File: src/rtl/wwdt_map.vh
// register map, field positions and timing counts of the window watchdog
// What this block does
// - prescale codes 1101, 1110, 1111 select divisors 1024, 1536, 2048.
// - longest time-out is the selected divisor times 64 watchdog clock cycles.
// - compare-match interrupt reaches the cpu only while control bit 1 is set.
// - control bit 0 runs the down counter; cleared, the counter stays stopped.
// - status bit 1 records that a watchdog time-out reset happened.
// - status bit 0 sets when the counter counts down to control bits 21 to 16.
// - status flags clear only by writing one; writing zero leaves them.
// - counter value register bits 5 to 0 track the live down counter.
// - reload accepted only with counter at or below compare; else immediate reset.
// - only the first control write after reset takes effect.
// - control bit 31 clear holds the counter while the cpu is debug halted.
// - prescale code 0000 divides by 1, higher codes by larger divisors.
`ifndef WWDT_MAP_VH
`define WWDT_MAP_VH

`define OFS_RELOAD      8'h00
`define OFS_CONTROL     8'h04
`define OFS_STATUS      8'h08
`define OFS_COUNTER     8'h0C
`define OFS_IRQ_CLEAR   8'h10
`define OFS_IRQ_ENABLE  8'h14
`define OFS_INFO        8'h18

// key value is arbitrary
`define RELOAD_KEY      32'h00005AA5
`define CTRL_RESET      32'h003F0800
`define CTRL_MASK       32'h803F0F03

`define BIT_RUN         0
`define BIT_IRQ_EN      1
`define PSEL_LSB        8
`define PSEL_MSB        11
`define CMP_LSB         16
`define CMP_MSB         21
`define BIT_DBG         31

`define ST_MATCH        0
`define ST_TIMEOUT      1

`define COUNT_START     6'h3F
`define RST_PULSE_NS    160
`define CLK_NS          40
`define RST_PULSE_CYC   ((`RST_PULSE_NS + `CLK_NS - 1) / `CLK_NS)

`endif

File: src/rtl/reset_release_sync.v
// two-flop release of the asynchronous reset
module reset_release_sync (
  input  wire clk,       // system clock
  input  wire reset_n,   // raw asynchronous reset
  output wire rst_n_s    // reset with synchronous release
);

  reg stage1_q;
  reg stage2_q;

  always @(posedge clk or negedge reset_n) begin
    if (!reset_n) begin
      stage1_q <= 1'b0;
      stage2_q <= 1'b0;
    end else begin
      stage1_q <= 1'b1;
      stage2_q <= stage1_q;
    end
  end

  assign rst_n_s = stage2_q;

endmodule

File: src/rtl/watchdog_prescaler.v
// prescaler turning watchdog clock edges into counter ticks
module watchdog_prescaler (
  input  wire       clk,       // system clock
  input  wire       rst_n,     // synchronised reset
  input  wire       clear,     // restart the division
  input  wire       edge_in,   // one watchdog clock rising edge
  input  wire [3:0] psel,      // prescale select code
  output reg        tick_q     // one-cycle counter tick
);

  reg [10:0] count_q;

  // last count value for each code, divisor minus one
  function [10:0] div_last;
    input [3:0] code;
    begin
      case (code)
        4'h0: div_last = 11'h000;
        4'h1: div_last = 11'h001;
        4'h2: div_last = 11'h003;
        4'h3: div_last = 11'h007;
        4'h4: div_last = 11'h00F;
        4'h5: div_last = 11'h01F;
        4'h6: div_last = 11'h03F;
        4'h7: div_last = 11'h07F;
        4'h8: div_last = 11'h0BF;
        4'h9: div_last = 11'h0FF;
        4'hA: div_last = 11'h17F;
        4'hB: div_last = 11'h1FF;
        4'hC: div_last = 11'h2FF;
        4'hD: div_last = 11'h3FF;
        4'hE: div_last = 11'h5FF;
        default: div_last = 11'h7FF;
      endcase
    end
  endfunction

  always @(posedge clk or negedge rst_n) begin
    if (!rst_n) begin
      count_q <= 11'h000;
      tick_q  <= 1'b0;
    end else if (clear) begin
      count_q <= 11'h000;
      tick_q  <= 1'b0;
    end else if (edge_in && count_q >= div_last(psel)) begin
      count_q <= 11'h000;
      tick_q  <= 1'b1;
    end else if (edge_in) begin
      count_q <= count_q + 11'h001;
      tick_q  <= 1'b0;
    end else begin
      tick_q  <= 1'b0;
    end
  end

endmodule

File: src/rtl/window_watchdog_status_counter.v
// window watchdog: control, status, live counter and reset generation
//
// The address-and-strobe port was decided locally.
`include "wwdt_map.vh"

module window_watchdog_status_counter (
  input  wire        clk,             // system clock, 25 MHz
  input  wire        reset_n,         // chip reset, active low
  input  wire [7:0]  addr,            // register byte address
  input  wire [31:0] wr_data,         // register write data
  input  wire        wr_en,           // write strobe
  input  wire        rd_en,           // read strobe
  output reg  [31:0] rd_data_q,       // read data, cycle after strobe
  input  wire        watchdog_clock,  // watchdog clock, sampled
  input  wire        debug_halt,      // cpu held by the debugger
  output reg         irq_q,           // level interrupt
  output reg         sys_reset_q      // watchdog system reset request
);

  localparam [2:0] S_IDLE  = 3'b001;
  localparam [2:0] S_RUN   = 3'b010;
  localparam [2:0] S_PULSE = 3'b100;

  // cut on purpose: the pulse count fits four bits
  localparam integer PULSE_CYC  = `RST_PULSE_CYC - 1;
  localparam [3:0]   PULSE_LAST = PULSE_CYC[3:0];

  wire        rst_n_s;
  wire        tick;

  reg  [2:0]  state_q;
  reg  [2:0]  state_d;
  reg  [31:0] ctrl_q;
  reg  [31:0] ctrl_d;
  reg         locked_q;
  reg         locked_d;
  reg  [5:0]  count_q;
  reg  [5:0]  count_d;
  reg  [1:0]  status_q;
  reg  [1:0]  status_d;
  reg  [1:0]  irq_enable_q;
  reg  [3:0]  pulse_q;
  reg  [3:0]  pulse_d;
  reg         early_q;
  reg         early_d;
  reg         wclk_q;

  reg         match_set;
  reg         timeout_set;
  reg         presc_clear;

  wire [5:0]  cmp_val    = ctrl_q[`CMP_MSB:`CMP_LSB];
  wire [3:0]  psel       = ctrl_q[`PSEL_MSB:`PSEL_LSB];
  wire        run_bit    = ctrl_q[`BIT_RUN];
  wire        cmp_irq_en = ctrl_q[`BIT_IRQ_EN];
  wire        dbg_ignore = ctrl_q[`BIT_DBG];

  wire        wclk_edge  = watchdog_clock & ~wclk_q;

  // debugger stalls the count unless told to ignore it
  wire        held       = debug_halt & ~dbg_ignore;

  wire        wr_reload  = wr_en && (addr == `OFS_RELOAD) &&
                           (wr_data == `RELOAD_KEY);
  wire        wr_ctrl    = wr_en && (addr == `OFS_CONTROL);
  wire        wr_status  = wr_en && (addr == `OFS_STATUS);
  wire        wr_clr     = wr_en && (addr == `OFS_IRQ_CLEAR);
  wire        wr_irq_en  = wr_en && (addr == `OFS_IRQ_ENABLE);

  wire        in_window  = (count_q <= cmp_val);

  // writes of one through either register clear the flag
  wire [1:0]  clr_bits   = (wr_status ? wr_data[1:0] : 2'b00) |
                           (wr_clr    ? wr_data[1:0] : 2'b00);

  reset_release_sync u_rst (
    .clk     (clk),
    .reset_n (reset_n),
    .rst_n_s (rst_n_s)
  );

  watchdog_prescaler u_presc (
    .clk     (clk),
    .rst_n   (rst_n_s),
    .clear   (presc_clear),
    .edge_in (wclk_edge),
    .psel    (psel),
    .tick_q  (tick)
  );

  always @(posedge clk or negedge rst_n_s) begin
    if (!rst_n_s) begin
      wclk_q <= 1'b0;
    end else begin
      wclk_q <= watchdog_clock;
    end
  end

  // sequencing of count, reload and reset pulse
  always @* begin
    state_d     = state_q;
    ctrl_d      = ctrl_q;
    locked_d    = locked_q;
    count_d     = count_q;
    pulse_d     = pulse_q;
    early_d     = early_q;
    match_set   = 1'b0;
    timeout_set = 1'b0;
    presc_clear = 1'b0;

    // first write wins, later ones are dropped
    if (wr_ctrl && !locked_q) begin
      ctrl_d   = wr_data & `CTRL_MASK;
      locked_d = 1'b1;
    end

    case (state_q)
      S_IDLE: begin
        presc_clear = 1'b1;
        if (run_bit) begin
          state_d = S_RUN;
        end
        if (wr_reload && in_window) begin
          count_d = `COUNT_START;
        end else if (wr_reload) begin
          timeout_set = 1'b1;
          early_d     = 1'b1;
        end
      end

      S_RUN: begin
        if (!run_bit) begin
          state_d     = S_IDLE;
          presc_clear = 1'b1;
        end else if (wr_reload && in_window) begin
          count_d     = `COUNT_START;
          presc_clear = 1'b1;
        end else if (wr_reload) begin
          timeout_set = 1'b1;
          early_d     = 1'b1;
        end else if (tick && !held && count_q == 6'h00) begin
          // 64 ticks from 63 down through 0 ends the period
          timeout_set = 1'b1;
          early_d     = 1'b0;
        end else if (tick && !held) begin
          count_d = count_q - 6'h01;
          if (count_d == cmp_val) begin
            match_set = 1'b1;
          end
        end
      end

      S_PULSE: begin
        presc_clear = 1'b1;
        if (pulse_q == 4'h0) begin
          state_d = S_IDLE;
        end else begin
          pulse_d = pulse_q - 4'h1;
        end
      end

      default: begin
        state_d     = S_IDLE;
        presc_clear = 1'b1;
      end
    endcase

    // a watchdog reset restores control, lock and counter as the chip reset would, but keeps the interrupt enables
    if (timeout_set) begin
      state_d  = S_PULSE;
      pulse_d  = PULSE_LAST;
      count_d  = `COUNT_START;
      ctrl_d   = `CTRL_RESET;
      locked_d = 1'b0;
    end
  end

  // set wins over a clear in the same cycle
  always @* begin
    status_d = status_q & ~clr_bits;
    if (match_set) begin
      status_d[`ST_MATCH] = 1'b1;
    end
    if (timeout_set) begin
      status_d[`ST_TIMEOUT] = 1'b1;
    end
  end

  always @(posedge clk or negedge rst_n_s) begin
    if (!rst_n_s) begin
      state_q  <= S_IDLE;
      ctrl_q   <= `CTRL_RESET;
      locked_q <= 1'b0;
      count_q  <= `COUNT_START;
      pulse_q  <= 4'h0;
      early_q  <= 1'b0;
      status_q <= 2'b00;
    end else begin
      state_q  <= state_d;
      ctrl_q   <= ctrl_d;
      locked_q <= locked_d;
      count_q  <= count_d;
      pulse_q  <= pulse_d;
      early_q  <= early_d;
      status_q <= status_d;
    end
  end

  // interrupt enable register, not locked like control
  always @(posedge clk or negedge rst_n_s) begin
    if (!rst_n_s) begin
      irq_enable_q <= 2'b00;
    end else if (wr_irq_en) begin
      irq_enable_q <= wr_data[1:0];
    end
  end

  // compare interrupt also needs the control enable bit
  always @(posedge clk or negedge rst_n_s) begin
    if (!rst_n_s) begin
      irq_q <= 1'b0;
    end else begin
      irq_q <= (status_d[`ST_MATCH] & irq_enable_q[`ST_MATCH] &
                cmp_irq_en) |
               (status_d[`ST_TIMEOUT] & irq_enable_q[`ST_TIMEOUT]);
    end
  end

  always @(posedge clk or negedge rst_n_s) begin
    if (!rst_n_s) begin
      sys_reset_q <= 1'b0;
    end else begin
      sys_reset_q <= (state_d == S_PULSE);
    end
  end

  // read port; write-only and unmapped addresses read zero
  always @(posedge clk or negedge rst_n_s) begin
    if (!rst_n_s) begin
      rd_data_q <= 32'h00000000;
    end else if (!rd_en) begin
      rd_data_q <= 32'h00000000;
    end else if (addr == `OFS_CONTROL) begin
      rd_data_q <= ctrl_q;
    end else if (addr == `OFS_STATUS) begin
      rd_data_q <= {30'h00000000, status_q};
    end else if (addr == `OFS_COUNTER) begin
      rd_data_q <= {26'h0000000, count_q};
    end else if (addr == `OFS_IRQ_ENABLE) begin
      rd_data_q <= {30'h00000000, irq_enable_q};
    end else if (addr == `OFS_INFO) begin
      rd_data_q <= {28'h0000000, in_window, early_q,
                    state_q == S_RUN, locked_q};
    end else begin
      rd_data_q <= 32'h00000000;
    end
  end

endmodule

File: config.mk
export PLATFORM = sky130hd
export DESIGN_NAME = window_watchdog_status_counter
export DESIGN_NICKNAME = d
export VERILOG_FILES = /design/src/rtl/reset_release_sync.v /design/src/rtl/watchdog_prescaler.v /design/src/rtl/window_watchdog_status_counter.v
export VERILOG_INCLUDE_DIRS = /design/src /design/src/rtl
export SDC_FILE = /design/constraint.sdc
export NUM_CORES = 1
export LEC_CHECK = 0
export BUFFER_PORTS_ARGS = -buffer_cell sky130_fd_sc_hd__buf_4
export CAP_MARGIN = 5
export CORE_MARGIN = 5
export CORE_UTILIZATION = 60
export CTS_CLUSTER_DIAMETER = 60
export DETAILED_ROUTE_END_ITERATION = 7
export PLACE_DENSITY = 0.84
export SKIP_LAST_GASP = 1
export SYNTH_ARGS = -nofsm -noshare
export SYNTH_HDL_FRONTEND = slang
export SYNTH_SLANG_ARGS = --single-unit
File: constraint.sdc
create_clock -name clk -period 3.6 [get_ports clk]
set_input_delay 0.18 -clock clk [delete_from_list [all_inputs] [get_ports clk]]
set_output_delay 0.18 -clock clk [all_outputs]
set_load 0.05 [all_outputs]
* Word level (Yosys, flattened, before mapping)
Memories as Yosys holds them, arrays and structs flattened.
Cells that the tools add are included.
** Word-level totals
- Memories :: 1
- Logic and storage cells :: 140
- ROM bits :: 176
- Bits in latches :: 0
- Output and inout bits :: 34
- Memory bits (writable) :: 0
- Register bits :: 100
- Input port bits :: 46
** Operators by class
- $lt $le $gt $ge :: 2
- Bitwise operators :: 11
- $mul :: 0
- Equality and inequality tests :: 23
- Add/sub/neg operators :: 3
- Divide/modulo/power cells :: 0
- Shift-type cells :: 0
- Mux-type cells :: 60
- Reductions and logical operators :: 24
** Memory list
- (no name shown) :: depth 16, bits a word 11, read ports 1, clocked after Yosys merged registers in 0, write ports 0, line watchdog_prescaler.v:17 : case (code)
** Operators by type and width (number)
- $mux W32 :: 4
- $mux W6 :: 9
- $mux W11 :: 4
- $eq A32 B15 Y1 const B :: 1
- $mux W1 :: 28
- $eq A8 B5 Y1 const B :: 3
- $mux W4 :: 5
- $eq A8 B4 Y1 const B :: 2
- $mux W3 :: 4
- $ne A4 B4 Y1 const B :: 3
- $pmux W6 S2 :: 1
- $reduce_and A6 Y1 :: 2
- $add A11 B1 Y11 const B :: 1
- $ge A11 B11 Y1 :: 1
- $logic_and A1 B1 Y1 :: 11
- $ne A2 B2 Y1 const B :: 5
- $ne A3 B3 Y1 const B :: 3
- $pmux W3 S3 :: 1
- $eq A8 B3 Y1 const B :: 1
- $logic_not A8 Y1 :: 1
- $eq A3 B3 Y1 const B :: 2
- $eq A6 B6 Y1 :: 1
- $le A6 B6 Y1 :: 1
- $logic_not A6 Y1 :: 1
- other kinds (17) :: 28

* Logic depth before layout (Yosys ltp)
Gate-level depths: netlist (run 1).
- Depth after elaboration :: 14
- Depth in mapped cells :: 10
- Depth with buffers taken out :: 9

* By module
From an unflattened synthesis (run 1), not the netlist that was laid out.
** Unflattened totals
- Cells, all modules :: 435
- Area total of the unflattened synthesis :: 4199.0 um2
** Modules (own cells, without submodules)
- window_watchdog_status_counter :: area an instance 3015.4 um2, sequential area each 1318.8 um2, cells an instance 308, instances 1
- watchdog_prescaler :: area an instance 1129.8 um2, sequential area each 300.3 um2, cells an instance 124, instances 1
- reset_release_sync :: area an instance 53.8 um2, sequential area each 50.0 um2, cells an instance 3, instances 1

* Least setup slack after synthesis (run 1)
Ideal clock, no wire load.
- Kind :: reg2reg
- From :: register ctrl_q[9]
- To :: register u_presc.count_q[9]
- Library setup time :: 0.082 ns
- Data required time :: 3.518 ns
- Path slack :: 1.010 ns
- Data arrival time :: 2.508 ns
- Path buffers :: 1
- Stages on the path, launching flop included :: 11
- Period minus slack after synthesis :: 2.590 ns
- Path through :: dfrtp_1 -> clkbuf_1 -> nor3_1 -> nand2b_1 -> ha_1 -> nand2b_1 -> a211oi_2 -> o221ai_2 -> a211oi_2 -> or3b_1 -> a31oi_1
** On the way
- Longest elaborated chain between the ends :: 6
- Elaborated cells between the ends (all ways) :: 7
- Those cells by class :: order compare: 1; mux: 3; reduce/logical: 2; memory: 1
** RTL lines
- from (decl) :: line window_watchdog_status_counter.v:33 : reg [31:0] ctrl_q;
- from (signal assigned) :: line window_watchdog_status_counter.v:192 : ctrl_q <= `CTRL_RESET;
- from (signal assigned) :: line window_watchdog_status_counter.v:200 : ctrl_q <= ctrl_d;
- $mem_v2 Z16 W11 *
- $mux W11 * :: line watchdog_prescaler.v:42 : end else if (clear) begin
- $ge A11 B11 Y1 * :: line watchdog_prescaler.v:45 : end else if (edge_in && count_q >= div_last(psel)) begin
- $logic_and A1 B1 Y1 * :: line watchdog_prescaler.v:45
- $mux W11 :: line watchdog_prescaler.v:45
- $mux W11 :: line watchdog_prescaler.v:42
- to (signal assigned) :: line watchdog_prescaler.v:49 : count_q <= count_q + 11'h001;
- to (decl) :: line watchdog_prescaler.v:11 : reg [10:0] count_q;
Every way passes the cells marked *; elsewhere a longest branch is shown, timed or not. The select of a mux whose other input is x is not followed.
A chain may end at the register's enable or synchronous reset.

* Worst setup path after layout (run 1)
Same ends and word-level chain as after synthesis.

==> impl_metrics.tcl, run 1 <==
set metrics [dict create \
    drv_cap 0 \
    synthArstFlopShare 1.000 \
    cts_tree "built" \
    synth-simple-area-share 0.2486 \
    antenna_found_initial 0 \
    synth_sequential_area_ratio 0.4110 \
    hpwl_mm 7.782 \
    gr-usage-all-layers 0.2543 \
    h-tree-depth 3 \
    ir_worst_vdd_uv 238.7 \
    maxSlewHeadroom 0.5389 \
    netlist_instances 431 \
    ys.flop_type "dfrtp_1" \
    ys_types 67 \
    synth_edf_count 0 \
    area_delta_synth_final_pct 16.02 \
    maxSlewViolCount 0 \
    holdWs_ns 0.07120 \
    yosysWarnings 0 \
    finalSetupTns_ns 0 \
    die-height_um 92.28 \
    clock-sinks 66 \
    grt_pass1_wl_mm 17.11 \
    synth_compound_area_frac 0.1519 \
    place_ws_ns 0.7985 \
    path_cells "nor3_1 -> nand2b_1 -> ha_1 -> nand2b_1 -> a211oi_2 -> o221ai_2 -> a211oi_2 -> or3b_1 -> a31oi_1" \
    synth-xor-area-share 0.02372 \
    nNetsFinal 562 \
    post_drt_wl_per_cell_um 17.54 \
    drc 0 \
    crit_path_max_fanout 10 \
    clk_pin_slew_ns 0.07 \
    crit_path_start_kind "register" \
    fin_area_um2 4712 \
    cts_max_path_buffers 2 \
    synth.most_common_cell "dfrtp_1" \
    routabilityCongestion 0.8829 \
    synthTopCellsByCount "52 x dfrtp_1, 42 x nand2_1, 39 x nor2_1, 21 x and3_1, 21 x ha_1" \
    ys_seq_elements 66 \
    clock_latency_ns 0.34 \
    antenna_cells 0 \
    grt_overflow 0 \
    arrival_ns 3.11 \
    finalHoldViolCount 0 \
    worst_slew_pin_slew_ns 0.6892 \
    drive_gt1_frac 0.2480 \
    io-pin-count 80 \
    cts_buffers 9 \
    p_leak_nw 2.229 \
    layout_min_cycle_time_ns 2.846 \
    layout_setup_ws_ns 0.7544 \
    place_inst 562 \
    viasPerCell 6.153 \
    synth.area.mux_share 0.03081 \
    hold_class "in2reg" \
    first_iter_violations 290 \
    slowest_delay_ns 0.52 \
    synth_area_leaders "dfrtp_1 32%, dfstp_2 9.1%, ha_1 6.5%, nand2_1 3.9%, nor2_1 3.6%" \
    io_buffers 64 \
    rows 30 \
    final_cell_count_no_fill 580 \
    initial_core_util 0.6079 \
    powerDensity_nw_per_um2 324.8 \
    drtAntennaViolNets 0 \
    drt-pass1-iter-count 5 \
    root_buffer "clkbuf_8" \
    r2r_setup_slack_ns 0.75 \
    fmax_mhz 351.4 \
    core_um2 6681 \
    synth_top_family_by_area "simple AND/OR/NAND/NOR gates" \
    first_global_vias 3547 \
    crit_type "reg2reg" \
    dpl_cell_area_um2 4526 \
    dieArea_um2 8515 \
    avgSynthCellArea_um2 9.423 \
    die-width_um 92.28 \
    synth_area_um2 4061 \
    setup_violations 0 \
    via_count 3569 \
    outcome "finished, final reports clean" \
    cp_slowest_cell "a211oi_2" \
    yosys.area.top_type "dfrtp_1" \
    critPathCaptureType "register" \
    timing.clock.skew_ns 0.005371 \
    fin_crit_sh 0.7904 \
    postCtsSetupRepairBufs 0 \
    rsz0062_at_grt "false" \
    synthAdderAreaFrac 0.06470 \
    routed_wl_mm 10.18 \
    synth_top_area_share 0.3204 \
    grt_max_degree 36 \
    crit_required_ns 3.87 \
]
[where the power goes]
group / switching [mW] / internal [mW] / leakage, nW / total (mW)
Sequential: 0.0239 / 0.761 / 0.842 / 0.785
Combinational: 0.124 / 0.0820 / 1.30 / 0.206
Clock: 0.273 / 0.267 / 0.0834 / 0.540
Total: 0.421 / 1.11 / 2.23 / 1.53
[state kept, by name (all words and copies together) (netlist names)]
| register | count |
|---|---|
| u_rst.rst_n_s | 1 |
| locked_q | 1 |
| status_q | 2 |
| u_presc.count_q | 11 |
| count_q | 6 |
| wclk_q | 1 |
| irq_q | 1 |
| ctrl_q | 13 |
| irq_enable_q | 2 |
| early_q | 1 |
| rd_data_q | 17 |
| sys_reset_q | 1 |
| state_q | 3 |
| pulse_q | 4 |
| u_rst.stage1_q | 1 |
| u_presc.tick_q | 1 |
[final timing paths]
path	start	cells past startpoint	to
max	ctrl_q[9]	9	u_presc.count_q[9]
min	wr_data[18]	3	ctrl_q[18]
max reg2reg	ctrl_q[9]	9	u_presc.count_q[9]
min reg2reg	u_rst.rst_n_s	0	pulse_q[2]
max in group asynchronous	u_rst.rst_n_s	1	ctrl_q[17]
min in group asynchronous	reset_n	2	u_rst.rst_n_s
[logic make-up after synthesis]
family / count (synthesis)
simple gates: 183
compound gates: 86
flops: 66
buf+inv: 50
fa+ha+maj: 21
mux: 12
xor+xnor: 11
other cells: 2
[per-layer routing]
| metal | vias up | routed length, um | global-route usage |
|---|---|---|---|
| li1 | 1660 | - | - |
| met4 | 0 | 252 | 0.1114 |
| met2 | 181 | 4966 | 0.4240 |
| met3 | 28 | 899 | 0.04594 |
| met1 | 1700 | 4057 | 0.3233 |
| met5 | - | 0 | 0 |
[cell usage in the layout, fill, tap and decap left out, types with 11 or more instances in the layout]
cell	Yosys	layout
nand2_1	42	42
mux2i_1	11	11
conb_1	2	16
dfrtp_1	52	51
a21oi_1	19	19
ha_1	21	21
and3_1	21	21
buf_4	18	67
nor2_1	39	39
nand3_1	13	13
inv_1	20	20
dfstp_2	14	14
[layout make-up]
| cell class | instances | area [um2] |
|---|---|---|
| Multi-Input combinational cell | 329 | 2177 |
| Inverter | 20 | 75.07 |
| Clock buffer | 13 | 148.9 |
| Clock inverter | 3 | 17.52 |
| Timing Repair Buffer | 69 | 523.0 |
| Tap cell | 80 | 100.1 |
| Sequential cell | 66 | 1670 |
| Fill cell | 523 | 1969 |
[metrics by stage]
step	utilization	power [mW]
after floorplan	-	0.9332
after global placement	0.6773	0.9928
after detailed placement	0.6773	1.000
after CTS	0.7052	1.539
after global routing	0.7052	1.594
final	0.7052	1.531
[critical path: cells and delay by family (launching register included)]
| family | cells | cell delay [ns] |
|---|---|---|
| AOI/OAI and AO/OA | 4 | 1.08 |
| and+or+nand+nor | 4 | 0.94 |
| DFF | 1 | 0.49 |
| adders and majority gates | 1 | 0.27 |
[repair_timing]
action	CTS	global route
gates resized for setup	0	0
hold endpoints to repair	3	0
hold buffers	2	0
Note: power is estimated with default switching activity, not from simulation.
==> run 2: changes to the inputs <==
--- a/config.mk
+++ b/config.mk
@@ -6,13 +6,14 @@
 export SDC_FILE = /design/constraint.sdc
 export NUM_CORES = 1
 export LEC_CHECK = 0
+export ABC_AREA = 1
 export BUFFER_PORTS_ARGS = -buffer_cell sky130_fd_sc_hd__buf_4
 export CAP_MARGIN = 5
 export CORE_MARGIN = 5
-export CORE_UTILIZATION = 60
+export CORE_UTILIZATION = 51
 export CTS_CLUSTER_DIAMETER = 60
 export DETAILED_ROUTE_END_ITERATION = 7
-export PLACE_DENSITY = 0.84
+export PLACE_DENSITY = 0.75
 export SKIP_LAST_GASP = 1
 export SYNTH_ARGS = -nofsm -noshare
 export SYNTH_HDL_FRONTEND = slang
==> constraint.sdc (replaced) <==
create_clock -name clk -period 2.5 [get_ports clk]
set_input_delay 0.125 -clock clk [delete_from_list [all_inputs] [get_ports clk]]
set_output_delay 0.125 -clock clk [all_outputs]
set_load 0.05 [all_outputs]
==> run 2 against run 1 <==
Compared with the run above:
- hold slack worse by 0.055 ns
- sequential power increased by 38%
- first-iteration DRC count decreased by 9.7%
- global-route usage fell by 4.5 points
- clock skew is 0.0057 ns higher
==> impl_metrics.tcl, run 2 <==
set metrics [dict create \
    outcome "finished, final reports clean" \
    synth_area_um2 4325 \
    maxSlewHeadroom 0.4737 \
    reg.largest.list "rd_data_q: 17 flops, ctrl_q: 13 flops, u_presc.count_q: 11 flops" \
    antenna_found_initial 0 \
    drive_gt1_frac 0.2024 \
    avgSynthCellArea_um2 7.270 \
    fillerInstances 750 \
    clock-sinks 66 \
    ys.flop_type "dfrtp_1" \
    dr_wl_met3_um 620 \
    rsz0062_at_grt "false" \
    io-pin-count 80 \
    cts_buffers 9 \
    fmax_mhz 446.3 \
    drt-pass1-iter-count 5 \
    hold_class "in2reg" \
    ys_seq_elements 66 \
    top_layer "met4" \
    place_inst 757 \
    ir_worst_vdd_uv 176.8 \
    synth_top_family_by_area "simple AND/OR/NAND/NOR gates" \
    yosys.area.top_type "dfrtp_1" \
    path_buf_inv 2 \
    top_register "rd_data_q" \
    gr-usage-all-layers 0.2094 \
    critPathCaptureType "register" \
    antenna_cells 0 \
    synth_area_leaders "dfrtp_1 30%, nand2_1 14%, dfstp_2 8.5%, inv_1 7.5%, nand3_1 6.6%" \
    timing.clock.skew_ns 0.01110 \
    root_buffer "clkbuf_8" \
    finalPower_mw 2.140 \
    maxSlewViolCount 0 \
    fin_crit_sh 0.8962 \
    die-width_um 102.1 \
    synth.most_common_cell "nand2_1" \
    setup_violations 0 \
    grt_max_degree 65 \
    io_buffers 64 \
    drc 0 \
    cts_tree "built" \
    synth-xor-area-share 0.01620 \
    grt_overflow 0 \
    synthAdderAreaFrac 0.06075 \
    netlist_instances 595 \
    powerDensity_nw_per_um2 420.7 \
    layout_commonest_cell "nand2_1" \
    h-tree-depth 3 \
    critPathMostFrequentCell "nand2_1" \
    synth-simple-area-share 0.3613 \
    clk_pin_slew_ns 0.08 \
    drv_cap 0 \
    yosysWarnings 0 \
    crit_family "simple AND/OR/NAND/NOR gates" \
    area_delta_synth_final_pct 17.62 \
    synth_sequential_area_ratio 0.3859 \
    grt_pass1_wl_mm 17.27 \
    cp_num_cells 13 \
    synth_compound_area_frac 0.05351 \
    hold_depth 3 \
    nNetsFinal 734 \
    crit_required_ns 2.79 \
    rows 33 \
    cts_max_path_buffers 2 \
    p_leak_nw 2.785 \
    first_global_vias 3850 \
    layout_min_cycle_time_ns 2.241 \
    finalHoldViolCount 0 \
    crit_path_start_kind "register" \
    slowest_delay_ns 0.57 \
    synth.area.mux_share 0 \
    hpwl_mm 8.037 \
    viasPerCell 5.107 \
    finalSetupTns_ns 0 \
    largest_register_ff_count 17 \
    crit_path_max_fanout 6 \
    synthTopCellsByCount "163 x nand2_1, 87 x inv_1, 75 x nor2_1, 57 x nand3_1, 52 x dfrtp_1" \
    r2r_cells 13 \
    synthArstFlopShare 1.000 \
    met2_wirelength_mm 4.899 \
    arrival_ns 2.53 \
    worst_slew_pin_slew_ns 0.7895 \
    synth_top_area_share 0.3008 \
    crit_type "reg2reg" \
    layout_common_cells "162 x nand2_1, 87 x inv_1, 75 x nor2_1" \
    first_iter_violations 262 \
    post_drt_wl_per_cell_um 13.28 \
    holdWs_ns 0.01606 \
    routed_wl_mm 10.32 \
    routabilityCongestion 0.9365 \
    initial_core_util 0.5238 \
    drtAntennaViolNets 0 \
    cp_slowest_cell "dfstp_2" \
    via_count 3968 \
    synth_edf_count 0 \
    dieArea_um2 10420 \
    clock_latency_ns 0.34 \
    final_cell_count_no_fill 777 \
    die-height_um 102.1 \
    core_um2 8258 \
    ys_types 40 \
    wl_met1_mm 4.570 \
    path_cells "inv_1 -> ha_1 -> nand2_1 -> nand2_1 -> nand2_1 -> nand2_1 -> inv_1 -> nand3_1 -> nor2_1 -> nand3_1 -> o21ai_0 -> nand2_1 -> nand2_1" \
]
-- run 2: cell count changes after synthesis, moves of 7 or more --
| cell | delta |
|---|---|
| nand2_1 | +121 |
| a21oi_1 | -8 |
| nor2_1 | +36 |
| and3_1 | -20 |
| nor4_1 | -10 |
| nand2b_1 | -7 |
| inv_1 | +67 |
| nand3_2 | +7 |
| mux2i_1 | -11 |
| nand3_1 | +44 |
-- run 2: layout make-up --
type                            instances  area (um2)  share of cell area
Multi-Input combinational cell        428        2215              0.4353
Sequential cell                        66        1670              0.3283
Timing Repair Buffer                   70       530.5              0.1043
Inverter                               92       345.3             0.06788
Tap cell                              105       131.4             0.02582
Clock buffer                           10       127.6             0.02509
Clock inverter                          6       67.56             0.01328
-- run 2: tightest hold or removal path, delay by kind of cell --
kind	cells	cell delay [ns]
buffers and inverters	1	0.08
AND/OR/NAND/NOR	2	0.12
-- run 2: cell families (layout without fill, tap and decap cells) --
kind of cell    Yosys count  in the layout
fa+ha+maj                21             21
compound gates           38             38
buf+inv                 116            178
flops                    66             66
other cells               2             16
simple gates            344            345
xor+xnor                  8              8
-- run 2: where the power goes --
group | switching [mW] | internal [mW] | leakage (nW)
combinational | 0.119 | 0.0623 | 1.85
clock | 0.422 | 0.462 | 0.0925
sequential | 0.00239 | 1.07 | 0.838
total | 0.543 | 1.60 | 2.79
-- run 2: what timing repair did --
action                                  CTS  global route
gates resized for setup                   0             4
buffers inserted                          0             1
endpoints found under the setup margin    0            17
endpoints found under the hold margin     3             0
hold buffers                              2             0
-- run 2: stage by stage --
step                      instance area, um2  setup WS [ns]  utilization
after floorplan                         4378         0.3712            -
after global routing                    5087        0.02018       0.6161
after global placement                  4837         0.2612       0.5858
final                                   5087         0.2594       0.6161
after detailed placement                4837         0.2024       0.5858
after CTS                               5052         0.1735       0.6118
-- run 2: per-layer routing --
| metal | vias to the layer above | GRT usage |
|---|---|---|
| li1 | 1983 | - |
| met1 | 1843 | 0.2745 |
| met2 | 121 | 0.3393 |
| met5 | - | 0 |
| met4 | 0 | 0.07568 |
| met3 | 21 | 0.04915 |
-- run 2: worst paths after layout --
kind                                      from             to  slack (ns)
worst min register to register  u_rst.stage1_q  u_rst.rst_n_s        0.36
worst max-delay path                count_q[0]          irq_q        0.26
worst min-delay path                wr_data[9]      ctrl_q[9]        0.02
min in group asynchronous              reset_n  u_rst.rst_n_s        0.10
worst max register to register      count_q[0]          irq_q        0.26
max in group asynchronous        u_rst.rst_n_s   rd_data_q[2]        1.54
